[src/alu_defs.svh]
// Constants for the add, AND and shift datapath: offsets, fields, resets
// Assumes inclusion by bare name ahead of the package and modules
//
// How it works
// - Pointer add sign-extends 6-bit literal, adds to chosen 16-bit pointer
// - Pointer sum wraps modulo 65536 without any error indication
// - AND literal into accumulator; only zero flag changes
// - Add literal to accumulator; carry, nibble overflow and zero change
// - AND accumulator with memory byte; only zero flag changes
// - Add accumulator and memory byte; carry, nibble overflow, zero change
// - Destination bit 0 writes accumulator, 1 writes memory location; literal add and AND always write accumulator
// - Arithmetic right shift: bit 0 to carry, bit 7 kept; carry, zero
// - Add accumulator, memory byte and carry; routed by destination bit
`ifndef ALU_DEFS_SVH
`define ALU_DEFS_SVH

// Register byte offsets on the control bus
`define OFS_ACC 8'h00
`define OFS_FLAGS 8'h04
`define OFS_PTR0 8'h08
`define OFS_PTR1 8'h0C
`define OFS_W 8

// Flag bit positions in the flags register
`define FLAG_CARRY 0
`define FLAG_NIBBLE 1
`define FLAG_ZERO 2

// Field widths
`define DATA_W 8
`define PTR_W 16
`define ADDR_W 7
`define IMM_PTR_W 6

// Reset values
`define ACC_RST 8'h00
`define PTR_RST 16'h0000
`define FLAGS_RST 3'h0

// Bus answers
`define RESP_OKAY 2'h0
`define RESP_SLVERR 2'h2

`endif

[src/alu_pkg.sv]
// Types shared by the datapath, the decoder model and the bench
// Assumes alu_defs.svh is compiled first
`include "alu_defs.svh"
`default_nettype none

package alu_pkg;

  // Operation codes, Gray ordered
  typedef enum logic [2:0] {
    op_idle = 3'h0,
    op_pointer_add_imm = 3'h1,
    op_and_imm_to_acc = 3'h3,
    op_add_imm_to_acc = 3'h2,
    op_and_acc_with_mem = 3'h6,
    op_add_acc_with_mem = 3'h7,
    op_arith_shift_right = 3'h5,
    op_add_acc_mem_carry = 3'h4
  } op_e;

  // One instruction from the decoder with its memory operand
  typedef struct packed {
    op_e op;
    logic [`DATA_W-1:0] imm;
    logic ptr_sel;
    logic dest;
    logic [`ADDR_W-1:0] addr;
    logic [`DATA_W-1:0] operand;
  } op_req_s;

  // Write back into the data register file
  typedef struct packed {
    logic en;
    logic [`ADDR_W-1:0] addr;
    logic [`DATA_W-1:0] data;
  } mem_wr_s;

  // Status flags
  typedef struct packed {
    logic zero;
    logic nibble_overflow_bit;
    logic carry;
  } flags_s;

endpackage

`default_nettype wire

[src/alu_exec.sv]
// Execution datapath: pointer add, AND/add with literal or memory, shift
// Assumes decoder presents one request per cycle with its operand already
// read; memory writes are consumed the cycle they are shown
`include "alu_defs.svh"
`default_nettype none

module alu_exec (
  input wire logic aclk,
  input wire logic aresetn,
  input wire alu_pkg::op_req_s req,
  output alu_pkg::mem_wr_s mem_wr_q,
  output logic [`DATA_W-1:0] acc_q,
  output alu_pkg::flags_s flags_q,
  output logic [`PTR_W-1:0] ptr0_q,
  output logic [`PTR_W-1:0] ptr1_q,
  input wire logic [31:0] s_axi_awaddr,
  input wire logic s_axi_awvalid,
  output logic s_axi_awready,
  input wire logic [31:0] s_axi_wdata,
  input wire logic [3:0] s_axi_wstrb,
  input wire logic s_axi_wvalid,
  output logic s_axi_wready,
  output logic [1:0] s_axi_bresp,
  output logic s_axi_bvalid,
  input wire logic s_axi_bready,
  input wire logic [31:0] s_axi_araddr,
  input wire logic s_axi_arvalid,
  output logic s_axi_arready,
  output logic [31:0] s_axi_rdata,
  output logic [1:0] s_axi_rresp,
  output logic s_axi_rvalid,
  input wire logic s_axi_rready
);

  ////////////////////////////////////////////////////////////////////////////
  // Bus slave state
  logic aw_full_q, aw_full_d, w_full_q, w_full_d;
  logic [`OFS_W-1:0] awaddr_q, awaddr_d;
  logic [31:0] wdata_q, wdata_d;
  logic [3:0] wstrb_q, wstrb_d;
  logic awready_d, wready_d, bvalid_d, arready_d, rvalid_d;
  logic [1:0] bresp_d, rresp_d;
  logic [31:0] rdata_d;
  logic do_wr;
  logic [31:0] wr_word;
  logic [`OFS_W-1:0] ar_ofs;

  // Merge written bytes over the old register value
  function automatic logic [31:0] merge(input logic [31:0] old,
                                        input logic [31:0] nw,
                                        input logic [3:0] strb);
    logic [31:0] r;
    r = old;
    for (int i = 0; i < 4; i++) begin
      if (strb[i]) begin
        r[i*8 +: 8] = nw[i*8 +: 8];
      end
    end
    return r;
  endfunction

  // Address and data captured independently, answer once both held
  always_comb begin
    aw_full_d = aw_full_q;
    awaddr_d = awaddr_q;
    w_full_d = w_full_q;
    wdata_d = wdata_q;
    wstrb_d = wstrb_q;
    bvalid_d = s_axi_bvalid;
    bresp_d = s_axi_bresp;
    do_wr = aw_full_q && w_full_q && !s_axi_bvalid;
    if (s_axi_awvalid && s_axi_awready) begin
      aw_full_d = 1'b1;
      awaddr_d = s_axi_awaddr[`OFS_W-1:0];
    end
    if (s_axi_wvalid && s_axi_wready) begin
      w_full_d = 1'b1;
      wdata_d = s_axi_wdata;
      wstrb_d = s_axi_wstrb;
    end
    if (s_axi_bvalid && s_axi_bready) begin
      bvalid_d = 1'b0;
    end
    if (do_wr) begin
      aw_full_d = 1'b0;
      w_full_d = 1'b0;
      bvalid_d = 1'b1;
      bresp_d = (awaddr_q == `OFS_ACC || awaddr_q == `OFS_FLAGS ||
                 awaddr_q == `OFS_PTR0 || awaddr_q == `OFS_PTR1) ?
                `RESP_OKAY : `RESP_SLVERR;
    end
    awready_d = !aw_full_d && !bvalid_d;
    wready_d = !w_full_d && !bvalid_d;
  end

  // Read: one cycle from address taken to data valid
  always_comb begin
    arready_d = s_axi_arready || !s_axi_rvalid; // Idle: take an address
    rvalid_d = s_axi_rvalid;
    rdata_d = s_axi_rdata;
    rresp_d = s_axi_rresp;
    ar_ofs = s_axi_araddr[`OFS_W-1:0];
    if (s_axi_rvalid && s_axi_rready) begin
      rvalid_d = 1'b0;
      arready_d = 1'b1;
    end
    if (s_axi_arvalid && s_axi_arready) begin
      arready_d = 1'b0;
      rvalid_d = 1'b1;
      rresp_d = `RESP_OKAY;
      case (ar_ofs)
        `OFS_ACC: rdata_d = {24'h00_0000, acc_q};
        `OFS_FLAGS: rdata_d = {29'h0000_0000, flags_q};
        `OFS_PTR0: rdata_d = {16'h0000, ptr0_q};
        `OFS_PTR1: rdata_d = {16'h0000, ptr1_q};
        default: begin
          rdata_d = 32'h0000_0000;
          rresp_d = `RESP_SLVERR;
        end
      endcase
    end
  end

  ////////////////////////////////////////////////////////////////////////////
  // Datapath
  logic [`DATA_W-1:0] add_a, add_b, add_sum, res, acc_d;
  logic add_cin, add_cout, add_nib, res_valid;
  logic [`PTR_W-1:0] ptr_sext, ptr_sum, ptr0_d, ptr1_d;
  alu_pkg::flags_s flags_d;
  alu_pkg::mem_wr_s mem_wr_d;

  // One adder serves literal, memory and carry adds
  byte_adder #(.W(`DATA_W)) u_add (
    .a(add_a),
    .b(add_b),
    .cin(add_cin),
    .sum(add_sum),
    .cout(add_cout),
    .nib_out(add_nib)
  );

  // Operand steering and pointer sum
  always_comb begin
    add_a = acc_q;
    add_b = (req.op == alu_pkg::op_add_imm_to_acc) ? req.imm : req.operand;
    add_cin = (req.op == alu_pkg::op_add_acc_mem_carry) ?
              flags_q.carry : 1'b0;
    ptr_sext = {{(`PTR_W-`IMM_PTR_W){req.imm[`IMM_PTR_W-1]}},
                req.imm[`IMM_PTR_W-1:0]};
    ptr_sum = (req.ptr_sel ? ptr1_q : ptr0_q) + ptr_sext;
  end

  // Result, flags and destination per operation; bus writes lose to it
  always_comb begin
    acc_d = acc_q;
    flags_d = flags_q;
    ptr0_d = ptr0_q;
    ptr1_d = ptr1_q;
    res = add_sum;
    res_valid = 1'b1;
    mem_wr_d = '0;
    wr_word = 32'h0000_0000;
    if (do_wr) begin
      case (awaddr_q)
        `OFS_ACC: begin
          wr_word = merge({24'h00_0000, acc_q}, wdata_q, wstrb_q);
          acc_d = wr_word[`DATA_W-1:0];
        end
        `OFS_FLAGS: begin
          wr_word = merge({29'h0000_0000, flags_q}, wdata_q, wstrb_q);
          flags_d = wr_word[2:0];
        end
        `OFS_PTR0: begin
          wr_word = merge({16'h0000, ptr0_q}, wdata_q, wstrb_q);
          ptr0_d = wr_word[`PTR_W-1:0];
        end
        `OFS_PTR1: begin
          wr_word = merge({16'h0000, ptr1_q}, wdata_q, wstrb_q);
          ptr1_d = wr_word[`PTR_W-1:0];
        end
        default: wr_word = 32'h0000_0000;
      endcase
    end
    case (req.op)
      alu_pkg::op_pointer_add_imm: begin
        res_valid = 1'b0;
        if (req.ptr_sel) begin
          ptr1_d = ptr_sum;
        end else begin
          ptr0_d = ptr_sum;
        end
      end
      alu_pkg::op_and_imm_to_acc: res = acc_q & req.imm;
      alu_pkg::op_and_acc_with_mem: res = acc_q & req.operand;
      alu_pkg::op_arith_shift_right: begin
        res = {req.operand[7], req.operand[7:1]};
        flags_d.carry = req.operand[0];
      end
      alu_pkg::op_add_imm_to_acc,
      alu_pkg::op_add_acc_with_mem,
      alu_pkg::op_add_acc_mem_carry: begin
        flags_d.carry = add_cout;
        flags_d.nibble_overflow_bit = add_nib;
      end
      default: res_valid = 1'b0;
    endcase
    if (res_valid) begin
      flags_d.zero = (res == 8'h00);
      if (req.op == alu_pkg::op_and_imm_to_acc ||
          req.op == alu_pkg::op_add_imm_to_acc || !req.dest) begin
        acc_d = res;
      end else begin
        mem_wr_d.en = 1'b1;
        mem_wr_d.addr = req.addr;
        mem_wr_d.data = res;
      end
    end
  end

  ////////////////////////////////////////////////////////////////////////////
  // Registers
  always_ff @(posedge aclk) begin
    if (!aresetn) begin
      acc_q <= `ACC_RST;
      flags_q <= `FLAGS_RST;
      ptr0_q <= `PTR_RST;
      ptr1_q <= `PTR_RST;
      mem_wr_q <= '0;
      aw_full_q <= 1'b0;
      w_full_q <= 1'b0;
      awaddr_q <= '0;
      wdata_q <= 32'h0000_0000;
      wstrb_q <= 4'h0;
      s_axi_awready <= 1'b0;
      s_axi_wready <= 1'b0;
      s_axi_bvalid <= 1'b0;
      s_axi_bresp <= `RESP_OKAY;
      s_axi_arready <= 1'b0;
      s_axi_rvalid <= 1'b0;
      s_axi_rdata <= 32'h0000_0000;
      s_axi_rresp <= `RESP_OKAY;
    end else begin
      acc_q <= acc_d;
      flags_q <= flags_d;
      ptr0_q <= ptr0_d;
      ptr1_q <= ptr1_d;
      mem_wr_q <= mem_wr_d;
      aw_full_q <= aw_full_d;
      w_full_q <= w_full_d;
      awaddr_q <= awaddr_d;
      wdata_q <= wdata_d;
      wstrb_q <= wstrb_d;
      s_axi_awready <= awready_d;
      s_axi_wready <= wready_d;
      s_axi_bvalid <= bvalid_d;
      s_axi_bresp <= bresp_d;
      s_axi_arready <= arready_d;
      s_axi_rvalid <= rvalid_d;
      s_axi_rdata <= rdata_d;
      s_axi_rresp <= rresp_d;
    end
  end

  ////////////////////////////////////////////////////////////////////////////
  // Checks
  AST_PTR_ADD: assert property (@(posedge aclk) disable iff (!aresetn)
    req.op == alu_pkg::op_pointer_add_imm && !req.ptr_sel |=>
    ptr0_q == 16'($past(ptr0_q) + $past(ptr_sext)) && $stable(acc_q))
    else $error("Pointer add result wrong");
  AST_PTR_WRAP: assert property (@(posedge aclk) disable iff (!aresetn)
    req.op == alu_pkg::op_pointer_add_imm && req.ptr_sel &&
    ptr1_q == 16'hFFFF && req.imm[5:0] == 6'h01 |=> ptr1_q == 16'h0000)
    else $error("Pointer did not wrap");
  AST_AND_IMM: assert property (@(posedge aclk) disable iff (!aresetn)
    req.op == alu_pkg::op_and_imm_to_acc |=>
    acc_q == ($past(acc_q) & $past(req.imm)) && $stable(flags_q.carry)
    && $stable(flags_q.nibble_overflow_bit))
    else $error("Literal AND wrong");
  AST_ADD_IMM: assert property (@(posedge aclk) disable iff (!aresetn)
    req.op == alu_pkg::op_add_imm_to_acc |=>
    {flags_q.carry, acc_q} == 9'($past(acc_q) + $past(req.imm)))
    else $error("Literal add wrong");
  AST_AND_MEM: assert property (@(posedge aclk) disable iff (!aresetn)
    req.op == alu_pkg::op_and_acc_with_mem && req.dest |=>
    mem_wr_q.data == ($past(acc_q) & $past(req.operand)) &&
    $stable(flags_q.carry))
    else $error("Memory AND wrong");
  AST_DEST: assert property (@(posedge aclk) disable iff (!aresetn)
    req.op == alu_pkg::op_add_acc_with_mem |=>
    mem_wr_q.en == $past(req.dest) &&
    (!mem_wr_q.en || mem_wr_q.addr == $past(req.addr)))
    else $error("Destination routing wrong");
  AST_ASR: assert property (@(posedge aclk) disable iff (!aresetn)
    req.op == alu_pkg::op_arith_shift_right && !req.dest |=>
    acc_q[7] == acc_q[6] && acc_q[7] == $past(req.operand[7]) &&
    flags_q.carry == $past(req.operand[0]))
    else $error("Arithmetic shift wrong");
  AST_ADDC: assert property (@(posedge aclk) disable iff (!aresetn)
    req.op == alu_pkg::op_add_acc_mem_carry && !req.dest |=>
    {flags_q.carry, acc_q} == 9'($past(acc_q) + $past(req.operand) +
    $past(flags_q.carry)))
    else $error("Add with carry wrong");
  AST_ZERO: assert property (@(posedge aclk) disable iff (!aresetn)
    req.op == alu_pkg::op_add_acc_with_mem && req.dest |=>
    flags_q.zero == (mem_wr_q.data == 8'h00))
    else $error("Zero flag wrong");

endmodule

`default_nettype wire

[src/byte_adder.sv]
// Byte adder with carry in, carry out of bit 7 and out of bit 3
// Assumes purely combinational use inside the datapath
`include "alu_defs.svh"
`default_nettype none

module byte_adder #(
  parameter int W = `DATA_W
) (
  input wire logic [W-1:0] a,
  input wire logic [W-1:0] b,
  input wire logic cin,
  output logic [W-1:0] sum,
  output logic cout,
  output logic nib_out
);

  logic [4:0] low;

  // Low nibble first for the nibble carry, then full width
  always_comb begin
    low = {1'b0, a[3:0]} + {1'b0, b[3:0]} + {4'h0, cin};
    {cout, sum} = {1'b0, a} + {1'b0, b} + {{W{1'b0}}, cin};
    nib_out = low[4];
  end

endmodule

`default_nettype wire

[config.mk]
export PLATFORM = sky130hd
export DESIGN_NAME = alu_exec
export DESIGN_NICKNAME = d
export VERILOG_FILES = /design/src/alu_pkg.sv /design/src/alu_exec.sv /design/src/byte_adder.sv
export VERILOG_INCLUDE_DIRS = /design/src
export SDC_FILE = /design/constraint.sdc
export NUM_CORES = 1
export LEC_CHECK = 0
export ABC_CLOCK_PERIOD_IN_PS = 4500
export CAP_MARGIN = 20
export CORE_UTILIZATION = 40
export DETAILED_ROUTE_END_ITERATION = 10
export DONT_BUFFER_PORTS = 1
export SLEW_MARGIN = 20
export SYNTH_ARGS = -nofsm -noshare
export SYNTH_HDL_FRONTEND = slang
export SYNTH_HIERARCHICAL = 1
export SYNTH_SLANG_ARGS = --single-unit
export TNS_END_PERCENT = 10
[constraint.sdc]
create_clock -name aclk -period 4.5 [get_ports aclk]
set_clock_uncertainty 0.2 [all_clocks]
set_input_delay 0.9 -clock aclk [delete_from_list [all_inputs] [get_ports aclk]]
set_output_delay 0.9 -clock aclk [all_outputs]
set_load 0.005 [all_outputs]
* Word-level counts from Yosys, hierarchy flattened
Cells that the tools add are included.
Operators by class: equality and inequality tests 13, reductions and logical operators 43, mux-type cells 41, bitwise gates (word level) 4, $add $sub $neg 5
Operators with widths (number):
- 16-bit 2-to-1 mux | 10
- 8-bit 2-to-1 mux | 10
- 16-bit case mux with 4 select lines | 1
- 8-bit by 4-bit == test with 1-bit output, second input constant | 4
- 8-bit zero test | 3
- 8-bit case mux with 3 select lines | 1
- 16-bit adder | 1
- 8-bit AND | 2
- 8-bit by 3-bit == test with 1-bit output, second input constant | 2
- 2-bit nonzero test | 7
- 1-bit 2-to-1 mux | 13
- 3-bit == test, second input constant | 4
- 8-bit by 8-bit adder with 9-bit output | 1
- 9-bit by 1-bit adder with 9-bit output | 1
- 1-bit logical AND | 9
- 3-bit 2-to-1 mux | 3
- 3-bit AND reduction | 3
- 3-bit nonzero test | 3
- 3-bit by 2-bit == test with 1-bit output, second input constant | 2
- 1-bit zero test | 6
- 1-bit logical OR | 6
- 3-bit OR reduction | 2
- 6-bit OR reduction | 1
- 4-bit by 4-bit adder with 5-bit output | 1
- other kinds (8) | 10
Word-level totals: input bits 135, register bits 128

* Logic depth before layout (Yosys ltp)
Gate-level depths: netlist (run 1).
depth after elaboration 7, depth in mapped cells 14, mapped depth without buffers 13

* Hierarchy
The synthesis (run 1) kept the hierarchy.
By module, submodules not included:
- alu_exec | area an instance 6158.4 µm², instances 1, cells each 700
- byte_adder | area an instance 335.3 µm², instances 1, cells each 42

* Least setup slack after synthesis (run 1)
No wires, ideal clock.
path type in2reg, start in req[25] (netlist name), end reg flags_q[2] (netlist name), stages on the path 14, arrival 4.071 ns, required time 4.208 ns, slack 0.137 ns, path through buf_2 nand2b_1 nor2_2 mux2_2 fa_1 fa_1 a21o_1 a41oi_1 xnor2_1 mux2i_1 o2bb2ai_1 a31oi_1 nand4_1 o32ai_1
Between the ends: cells in the longest elaborated chain, start to end 7, elaborated cells between the ends (all ways) 19, those cells by class 2 x add/sub; 6 x eq/ne; 5 x mux; 6 x reduce/logical
RTL lines:
- start: declaration | RTL line alu_exec.sv:10 | input wire alu_pkg::op_req_s req,
- 3-bit by 2-bit == test with 1-bit output | RTL line alu_exec.sv:145 | add_b = (req.op == alu_pkg::op_add_imm_to_acc) ? req.imm : req.operand;
- 8-bit 2-to-1 mux | RTL line alu_exec.sv:145
- net add_b[0] | RTL line alu_exec.sv:126 | logic [`DATA_W-1:0] add_a, add_b, add_sum, res, acc_d;
- 8-bit by 8-bit adder with 9-bit output | RTL line byte_adder.sv:22 | {cout, sum} = {1'b0, a} + {1'b0, b} + {{W{1'b0}}, cin};
- 9-bit by 1-bit adder with 9-bit output | RTL line byte_adder.sv:22
- net add_sum[6] | RTL line alu_exec.sv:126
- 8-bit case mux with 3 select lines | RTL line alu_exec.sv:184 | case (req.op)
- 8-bit zero test | RTL line alu_exec.sv:208 | flags_d.zero = (res == 8'h00);
- 1-bit 2-to-1 mux | RTL line alu_exec.sv:207 | if (res_valid) begin
- end signal: assignment | RTL line alu_exec.sv:225 | flags_q <= `FLAGS_RST;
- end signal: assignment | RTL line alu_exec.sv:244 | flags_q <= flags_d;
- end: declaration | RTL line alu_exec.sv:13 | output alu_pkg::flags_s flags_q,
The timed path passes the listed nets, and every way through them passes these cells. A chain may end at the register's enable or synchronous reset.

* Worst setup path after layout (run 1)
Ends and elaborated chain as after synthesis.

==> reports/qor.yml, run 1 <==
syn_to_final_growth_pct: 5.92
p_per_area_nw_per_um2: 331
cpPeakStageDelay_ps: 450
grt_usage_pct: 22.5
period_share_pct: 89.5
route.detailed.drc: 0
routed_wl_um: 18600
dieArea_um2: 16700
via_per_inst: 5.72
peakVddDrop_mv: 0.219
cp_max_fo: 11
cp.arrival_ps: 4100
ys_async_sr_fraction_pct: 0
crit_path_cell_trace: "nand2b_1, nor2_2, mux2_2, fa_1, fa_1, a21o_1, a41oi_1, xnor2_1, mux2i_1, o2bb2ai_1, a31oi_1, buf_4, nand4_1, o32ai_1"
diodes: 0
worstReg2RegEnd: "flags_q[2]$_SDFFE_PN0P_"
antenna_left: 0
rrSetupSlack_ps: 1100
post_cts_buffers: 0
synth_top_area_cell: "dfxtp_1"
cap_violations: 0
cts_made_buffers: 9
cp-startpoint: "req[25]"
outcome: "completed"
cts_max_path_buffers: 2
cts_tree: "done"
clkLatencyLatePin_ps: 370
critPathRequiredTime_ps: 4580
n_fill_cell: 1589
synthTopCellsByArea: "dfxtp_1 (34%), mux2i_1 (8.6%), nand2_1 (7.3%)"
die_h_um: 129
yosysUniqueCellTypes: 68
crit_slowest_cell: "fa_1"
relSlewSlack_pct: 48.6
grt_pass1_wl_um: 28500
synth.top_cells.by_count: "nand2_1 (126), dfxtp_1 (110), mux2i_1 (56)"
wire_per_inst_um: 19.7
setup_viol: 0
hpwl_um: 13900
worst_pin_slew_ps: 771
ios: 235
max_freq_mhz: 248
maxSlewViolCount: 0
r2r_cells: 12
min_period_ps: 4030
syn_area_um2: 6490
endpoint_kind: "register"
antenna_found_initial: 0
seq_area_frac_synth_pct: 33.9
row_count: 46
synth.most_common_cell: "nand2_1"
fin_area_um2: 6880
syn-mean-instance-area_um2: 8.75
hold_buffers: 0
place.gp.congestion: 0.874
htreeDepth: 3
r2r-start: "flags_q[0]$_SDFFE_PN0P_"
clk_pin_slew_ps: 80
globalRoute.totalOverflow: 0
place_area_um2: 6590
grt_pass1_vias: 5231
power.total_mw: 2.27
cp-start-kind: "primary input"
cts_resized: 0
yosys_register_bits: 110
finalHoldViolCount: 0
yosys.area.top_type_share_pct: 33.9
io_buffers: 0
synth_ff_type: "dfxtp_1"
fp.coreArea_um2: 15900
setup_tns_ps: 0
hold_path.class: "reg -> reg"
nets: 883
drtIter0Drc: 289
critical_path.endpoint: "flags_q[2]$_SDFFE_PN0P_"
synth_edf_count: 0
cts-root-buf: "clkbuf_16"
final_util_pct: 43.3
leakage_nw: 2.91
die_w_um: 129
rsz0062_at_grt: "no"
netlist_instances: 742
dr.pass1.iters: 5
grt_max_degree: 80
vias: 5400
drive_gt1_share_pct: 9.34
ys_warn_count: 6
initial_core_util_pct: 40.9
clock_sinks: 110
critPathMostFrequentCell: "fa_1"
critPathKind: "in -> reg"
hold_slack_ps: 277
[power breakdown]
group	internal [mW]	switching (mW)	total, mW
Combinational	0.180	0.216	0.396
Sequential	1.02	0.0618	1.08
Clock	0.390	0.411	0.801
[critical path: cells and delay by family]
kind | cells | cell delay, ps
buf+inv | 1 | 160
simple gates | 3 | 380
xor+xnor | 1 | 140
compound gates | 5 | 1100
mux | 2 | 530
fa+ha+maj | 2 | 880
[flip-flops by register name (all words and copies together) (netlist names), 2 cells and up]
name	cells
mem_wr_q	16
ptr0_q	16
ptr1_q	16
s_axi_rdata	16
wdata_q	16
acc_q	8
awaddr_q	8
flags_q	3
wstrb_q	2
[worst min-delay path by stage]
stage,start,endpoint,cells past startpoint
2_1_floorplan,w_full_q$_SDFF_PN0_,s_axi_wready$_SDFF_PN0_,1
5_1_grt,s_axi_rdata[13]$_SDFFE_PN0P_,s_axi_rdata[13]$_SDFFE_PN0P_,2
6_report,s_axi_rdata[15]$_SDFFE_PN0P_,s_axi_rdata[15]$_SDFFE_PN0P_,2
3_5_place_dp,s_axi_rdata[10]$_SDFFE_PN0P_,s_axi_rdata[10]$_SDFFE_PN0P_,2
4_1_cts,s_axi_rdata[10]$_SDFFE_PN0P_,s_axi_rdata[10]$_SDFFE_PN0P_,2
3_3_place_gp,awaddr_q[7]$_SDFFE_PN0P_,awaddr_q[7]$_SDFFE_PN0P_,2
[kinds of logic (layout without fill, tap and decap cells)]
logic type	count (synthesis)	in the layout	share of synthesized area, %
adder cells (fa/ha/maj)	25	25	5.16
AO/OA/AOI/OAI	181	181	19.1
AND/OR/NAND/NOR	254	254	19.1
XOR/XNOR	16	16	2.16
buffers and inverters	63	32	5.09
flip-flops	110	110	33.9
other	1	18	0.0577
multiplexers	92	92	15.4
[through the flow]
stage	cells	worst slack, ps
after global routing	944	346
after detailed placement	928	161
after CTS	944	513
after global placement	928	234
final	944	474
after floorplan	759	137
[area by class of cell]
class                           instances  area (um2)  share of cell area, %
Multi-Input combinational cell        586        4030                   58.5
Tap cell                              216         270                   3.93
Clock inverter                          7        65.1                  0.946
Inverter                                8        30.0                  0.437
Clock buffer                            9         225                   3.27
Sequential cell                       110        2200                   32.0
Timing Repair Buffer                    8        60.1                  0.873
[layer usage]
layer	up-vias	share of wire (%)	global-route usage, %	wire length (um)
li1	2593	-	-	-
met1	2564	44	28.3	8210
met2	224	44	36.0	8240
met3	19	9.8	8.18	1810
met4	0	1.6	6.57	289
met5	-	0	0	0
[cell usage in the layout, fill, tap and decap left out, types with 18 or more instances in the layout]
| cell type | count |
|---|---|
| mux2i_1 | 56 |
| mux2_2 | 25 |
| nand2_1 | 126 |
| conb_1 | 18 |
| o21ai_1 | 20 |
| a21boi_0 | 29 |
| a21oi_1 | 33 |
| o21ai_0 | 22 |
| dfxtp_1 | 110 |
| ha_1 | 22 |
| nor2_1 | 30 |
Note: power is estimated with default switching activity, not from simulation.
==> inputs of run 2 (changes only) <==
--- a/config.mk
+++ b/config.mk
@@ -6,11 +6,13 @@
 export SDC_FILE = /design/constraint.sdc
 export NUM_CORES = 1
 export LEC_CHECK = 0
+export ABC_AREA = 1
 export ABC_CLOCK_PERIOD_IN_PS = 4500
 export CAP_MARGIN = 20
 export CORE_UTILIZATION = 40
 export DETAILED_ROUTE_END_ITERATION = 10
 export DONT_BUFFER_PORTS = 1
+export SKIP_CTS_REPAIR_TIMING = 1
 export SLEW_MARGIN = 20
 export SYNTH_ARGS = -nofsm -noshare
 export SYNTH_HDL_FRONTEND = slang
==> reports/qor.yml, run 2 <==
htreeDepth: 3  # unchanged
leakage_nw: 3.12  # +7.1%
critPathRequiredTime_ps: 4610  # +30 ps
syn-mean-instance-area_um2: 6.62  # -24%
cp.arrival_ps: 3490  # -610 ps
vias: 6190  # +15%
grt_pass1_wl_um: 30000  # +5.4%
cp_max_fo: 17  # +6
critPathMostFrequentCell: "nand2_1"
finalHoldViolCount: 0  # unchanged
via_per_inst: 5.25  # -8.3%
hold_slack_ps: 233  # -43.8 ps
clk_pin_slew_ps: 80  # about the same
grt_pass1_vias: 5432  # +3.8%
crit_path_cell_trace: "nor3_2, buf_4, o21ai_0, fa_1, fa_1, nand2_1, nand2_1, and2_4, xor2_1, nand4_1, nand2_1, nor2_1, nand2_1, nor2_1, nand3_1, a21oi_1"
routed_wl_um: 19300  # +4.1%
syn_to_final_growth_pct: 6.72
cts-root-buf: "clkbuf_16"
cts_tree: "done"
yosys_register_bits: 110  # unchanged
synth-compound-area-share_pct: 19.9  # +0.78 points
yosys.area.top_type_share_pct: 34.0  # +0.052 points
worst_pin_slew_ps: 894  # +123 ps
gr-usage-met1_pct: 33.1  # +4.9 points
synthSimpleGateAreaFrac_pct: 27.1  # +8.0 points
clkLatencyLatePin_ps: 370  # about the same
synth_top_family_by_area: "simple AND/OR/NAND/NOR gates"
cts_max_path_buffers: 2  # unchanged
row_count: 46  # unchanged
swShare_pct: 29.8  # -0.48 points
final_cell_mix: "nand2_1 (198), inv_1 (136), nor2_1 (114)"
cp-startpoint: "req[27]"
p_per_area_nw_per_um2: 341  # +3.2%
antenna_found_initial: 0  # unchanged
die_h_um: 129  # about the same
seq_area_frac_synth_pct: 34.0  # +0.052 points
globalRoute.totalOverflow: 0  # unchanged
clockPowerShare_pct: 37.7  # +2.5 points
antenna_left: 0  # unchanged
outcome: "completed"
cap_violations: 0  # unchanged
synthMuxAreaShare_pct: 0  # -15 points
relSlewSlack_pct: 40.1  # -8.5 points
netlist_instances: 979  # +32%
ys_warn_count: 6  # unchanged
internal-power_mw: 1.66  # +4.6%
synthTopCellsByArea: "dfxtp_1 (34%), nand2_1 (11%), inv_1 (7.9%)"
cts_made_buffers: 9  # unchanged
endpoint_kind: "register"
fp.coreArea_um2: 15800  # -0.36%
switching_power_mw: 0.704  # +2.2%
synth_xor_area_share_pct: 1.49  # -0.67 points
initial_core_util_pct: 41.0  # +0.085 points
pwr-share-comb_pct: 16.6  # -0.8 points
diodes: 0  # unchanged
clock_sinks: 110  # unchanged
die_w_um: 129  # about the same
rrSetupSlack_ps: 1660  # +560 ps
grt_max_degree: 59  # -26%
hold_path.class: "reg -> reg"
synth_edf_count: 0  # unchanged
ios: 235  # unchanged
place.gp.congestion: 0.915  # +4.7%
gr-max-usage-layer: "met2"
maxSlewViolCount: 0  # unchanged
n_fill_cell: 1688  # +6.2%
nets: 1120  # +27%
setup_viol: 0  # unchanged
seqPwrFrac_pct: 45.7  # -1.7 points
synth.top_cells.by_count: "nand2_1 (198), inv_1 (136), nor2_1 (115)"
yosysUniqueCellTypes: 44  # -35%
min-delay-start: "w_full_q$_SDFF_PN0_"
grt_use_met2_pct: 35.2  # -0.79 points
synthAdderAreaFrac_pct: 5.17  # +0.0080 points
final_common_cell: "nand2_1"
cp-start-kind: "primary input"
dieArea_um2: 16700  # -0.15%
rsz0062_at_grt: "no"
io_buffers: 0  # unchanged
synth_ff_type: "dfxtp_1"
grt_usage_pct: 23.6  # +1.1 points
wire_per_inst_um: 16.4  # -17%
route.detailed.drc: 0  # unchanged
cpPeakStageDelay_ps: 450  # about the same
max_freq_mhz: 295  # +19%
min_period_ps: 3390  # -638 ps
synth.most_common_cell: "nand2_1"
period_share_pct: 75.3  # -14 points
multi_input_area_um2: 3550  # -12%
crit_slowest_cell: "fa_1"
syn_area_um2: 6480  # -0.15%
drive_gt1_share_pct: 4.36  # -5.0 points
ys_async_sr_fraction_pct: 0  # unchanged
hpwl_um: 15000  # +8.2%
met3_usage_pct: 6.11  # -2.1 points
synth_top_area_cell: "dfxtp_1"
peakVddDrop_mv: 0.210  # -4.2%
dr.pass1.iters: 5  # unchanged
setup_tns_ps: 0  # unchanged
r2r-start: "flags_q[0]$_SDFFE_PN0P_"
drtIter0Drc: 552  # +91%
critPathKind: "in -> reg"
ff_latch_area_um2: 2200  # unchanged
==> run 2: layer usage <==
metal  part of all wire, %  wire, um  vias to the layer above
met5                     0         0                        -
met4                   2.1       402                        0
met3                   9.5      1830                       25
met2                    43      8250                      242
met1                    46      8840                     2785
li1                      -         -                     3138
==> run 2: cells by family after synthesis <==
logic type,after synthesis
other,1
adder cells (fa/ha/maj),25
AO/OA/AOI/OAI,227
buffers and inverters,192
AND/OR/NAND/NOR,413
XOR/XNOR,11
flip-flops,110
==> run 2: area by class of cell <==
cell class	instances	share of cell area (%)
Multi-Input combinational cell	694	51.4
Sequential cell	110	31.8
Inverter	140	7.59
Tap cell	216	3.91
Clock buffer	9	3.25
Clock inverter	6	1.52
Timing Repair Buffer	5	0.542
==> run 2: worst paths after layout <==
kind | end | depth (start not counted)
max | flags_q[2]$_SDFFE_PN0P_ | 16
min | s_axi_wready$_SDFF_PN0_ | 1
max reg2reg | flags_q[2]$_SDFFE_PN0P_ | 15
min reg2reg | s_axi_wready$_SDFF_PN0_ | 1
==> run 2: per-stage QoR <==
step	setup slack [ps]	util, %	power (mW)	instances	instance area (um2)
6_report	1110	43.7	2.36	1180	6920
5_1_grt	881	43.7	2.48	1180	6920
4_1_cts	1120	43.7	2.38	1180	6920
3_5_place_dp	749	41.6	1.49	1165	6590
3_3_place_gp	772	41.6	1.48	1165	6590
2_1_floorplan	650	-	1.41	996	6550
==> run 2: power groups by stage <==
stage                     clock network [mW]  logic [mW]  registers, mW
final                                  0.892       0.392           1.08
after CTS                              0.908       0.389           1.08
after global routing                   0.944       0.449           1.09
after floorplan                            0       0.329           1.08
after detailed placement                   0       0.387           1.10
after global placement                     0       0.383           1.10
==> run 2: critical path, delay by kind of cell <==
family	cells	cell delay (ps)
compound gates	2	270
fa+ha+maj	2	870
xor+xnor	1	130
buf+inv	1	220
simple gates	10	1090
==> inputs of run 3 (changes only) <==
--- a/config.mk
+++ b/config.mk
@@ -7,7 +7,7 @@
 export NUM_CORES = 1
 export LEC_CHECK = 0
 export ABC_AREA = 1
-export ABC_CLOCK_PERIOD_IN_PS = 4500
+export ABC_CLOCK_PERIOD_IN_PS = 3100
 export CAP_MARGIN = 20
 export CORE_UTILIZATION = 40
 export DETAILED_ROUTE_END_ITERATION = 10
==> constraint.sdc (replaced) <==
create_clock -name aclk -period 3.1 [get_ports aclk]
set_clock_uncertainty 0.2 [all_clocks]
set_input_delay 0.62 -clock aclk [delete_from_list [all_inputs] [get_ports aclk]]
set_output_delay 0.62 -clock aclk [all_outputs]
set_load 0.005 [all_outputs]
==> reports/qor.yml, run 3 (same netlist as run 2, synthesis figures left out) <==
max_freq_mhz: 353
min_period_ps: 2830
fin_area_um2: 7120  # +2.9%
cts-root-buf: "clkbuf_16"
cts_max_path_buffers: 2  # unchanged
crit_buf_inv: 0  # -1
place.gp.congestion: 0.888  # -3.0%
hold_slack_ps: 163  # -69.7 ps
place_area_um2: 6750  # +2.5%
hpwl_um: 15200  # +1.4%
htreeDepth: 3  # unchanged
ff_latch_area_um2: 2200  # unchanged
dp_cells: 1185  # +1.7%
relSlewSlack_pct: 56.8  # +17 points
worst_pin_slew_ps: 647  # -247 ps
routed_wl_um: 19500  # +0.80%
n_fill_cell: 1662  # -1.5%
drtIter0Drc: 558  # +1.1%
cts_made_buffers: 9  # unchanged
cp_max_fo: 6  # -11
diodes: 0  # unchanged
cp.arrival_ps: 2930  # -560 ps
grt_usage_pct: 23.3  # -0.29 points
antenna_found_initial: 0  # unchanged
antenna_left: 0  # unchanged
endpoint_kind: "register"
period_share_pct: 91.3
route.detailed.drc: 0  # unchanged
vias: 6243  # +0.86%
dr.pass1.iters: 5  # unchanged
maxSlewViolCount: 0  # unchanged
grt_pass1_vias: 5370  # -1.1%
cp-start-kind: "primary input"
row_count: 46  # unchanged
wire_per_inst_um: 16.2  # -0.96%
drive_gt1_share_pct: 6.70  # +2.3 points
final_common_cell: "nand2_1"
p_per_area_nw_per_um2: 503  # +47%
cpPeakStageDelay_ps: 400  # -50 ps
cts_tree: "done"
clock_sinks: 110  # unchanged
fin_cells: 1201  # +1.8%
die_w_um: 129  # unchanged
cap_violations: 0  # unchanged
pre_cts_slack_ps: -73.1  # -822 ps
hold_path.class: "in -> reg"
syn_to_final_growth_pct: 9.80
ios: 235  # unchanged
fp.coreArea_um2: 15800  # unchanged
leakage_nw: 3.24  # +3.7%
grt_max_degree: 59  # unchanged
grt_pass1_wl_um: 29500  # -1.5%
io_buffers: 0  # unchanged
crit_path_cell_trace: "nor3_4, o21ai_2, fa_2, fa_2, nand2_1, nand2_1, and2_4, xor2_1, nand4_1, nand2_1, nor2_1, nand2_1, nor2_1, nand3_1, a21oi_1"
critPathKind: "in -> reg"
clk_pin_slew_ps: 80  # about the same
critPathMostFrequentCell: "nand2_1"
dieArea_um2: 16700  # unchanged
clkLatencyLatePin_ps: 370  # about the same
initial_core_util_pct: 41.0  # unchanged
globalRoute.totalOverflow: 0  # unchanged
final_cell_mix: "nand2_1 (198), inv_1 (136), nor2_1 (114)"
critPathRequiredTime_ps: 3200  # -1410 ps
crit_slowest_cell: "fa_2"
outcome: "completed"
rsz0062_at_grt: "no"
multi_input_area_um2: 3570  # +0.42%
setup_viol: 0  # unchanged
finalHoldViolCount: 0  # unchanged
final_util_pct: 45.0  # +1.3 points
power.total_mw: 3.58  # +52%
die_h_um: 129  # unchanged
via_per_inst: 5.20  # -0.91%
peakVddDrop_mv: 0.379  # +80%
nets: 1140  # +1.8%
setup_ws_ps: 270  # -841 ps
setup_tns_ps: 0  # unchanged
critPathTopFamily: "simple AND/OR/NAND/NOR gates"
-- run 3: layout make-up --
| class | instances | area share, % |
|---|---|---|
| clock buffer | 10 | 3.36 |
| sequential | 110 | 30.9 |
| clock inverter | 6 | 1.78 |
| multi-input combinational | 694 | 50.1 |
| timing repair buffer | 25 | 2.64 |
| tap | 216 | 3.80 |
| inverter | 140 | 7.38 |
-- run 3: power breakdown --
part	internal (mW)	leakage, nW	total (mW)	switching (mW)
Clock	0.828	0.178	1.40	0.570
Combinational	0.241	2.16	0.622	0.381
Sequential	1.49	0.898	1.56	0.0763
Total	2.55	3.24	3.58	1.03
-- run 3: worst reg2reg max path: cells and delay by family (launching register included) --
kind                       cells  cell delay [ps]
and+or+nand+nor               10             1020
DFF                            1              330
xor gates and xnor gates       1              130
buffers and inverters          1              120
adders and majority gates      2              790
AOI/OAI and AO/OA              1              170
-- run 3: final timing paths --
kind | start | end | slack [ps] | cells past startpoint
max | req[25] | flags_q[2]$_SDFFE_PN0P_ | 270 | 15
min | req[13] | mem_wr_q[13]$_SDFF_PP0_ | 160 | 2
max reg2reg | flags_q[0]$_SDFFE_PN0P_ | flags_q[2]$_SDFFE_PN0P_ | 280 | 15
min reg2reg | w_full_q$_SDFF_PN0_ | s_axi_wready$_SDFF_PN0_ | 230 | 1
-- run 3: metal layers --
layer | share of wire (%) | vias to the layer above | GRT usage [%]
met5 | 0 | - | 0
met4 | 1.1 | 0 | 5.81
met3 | 9.3 | 13 | 7.14
met2 | 43 | 258 | 35.4
met1 | 47 | 2797 | 31.9
li1 | - | 3175 | -
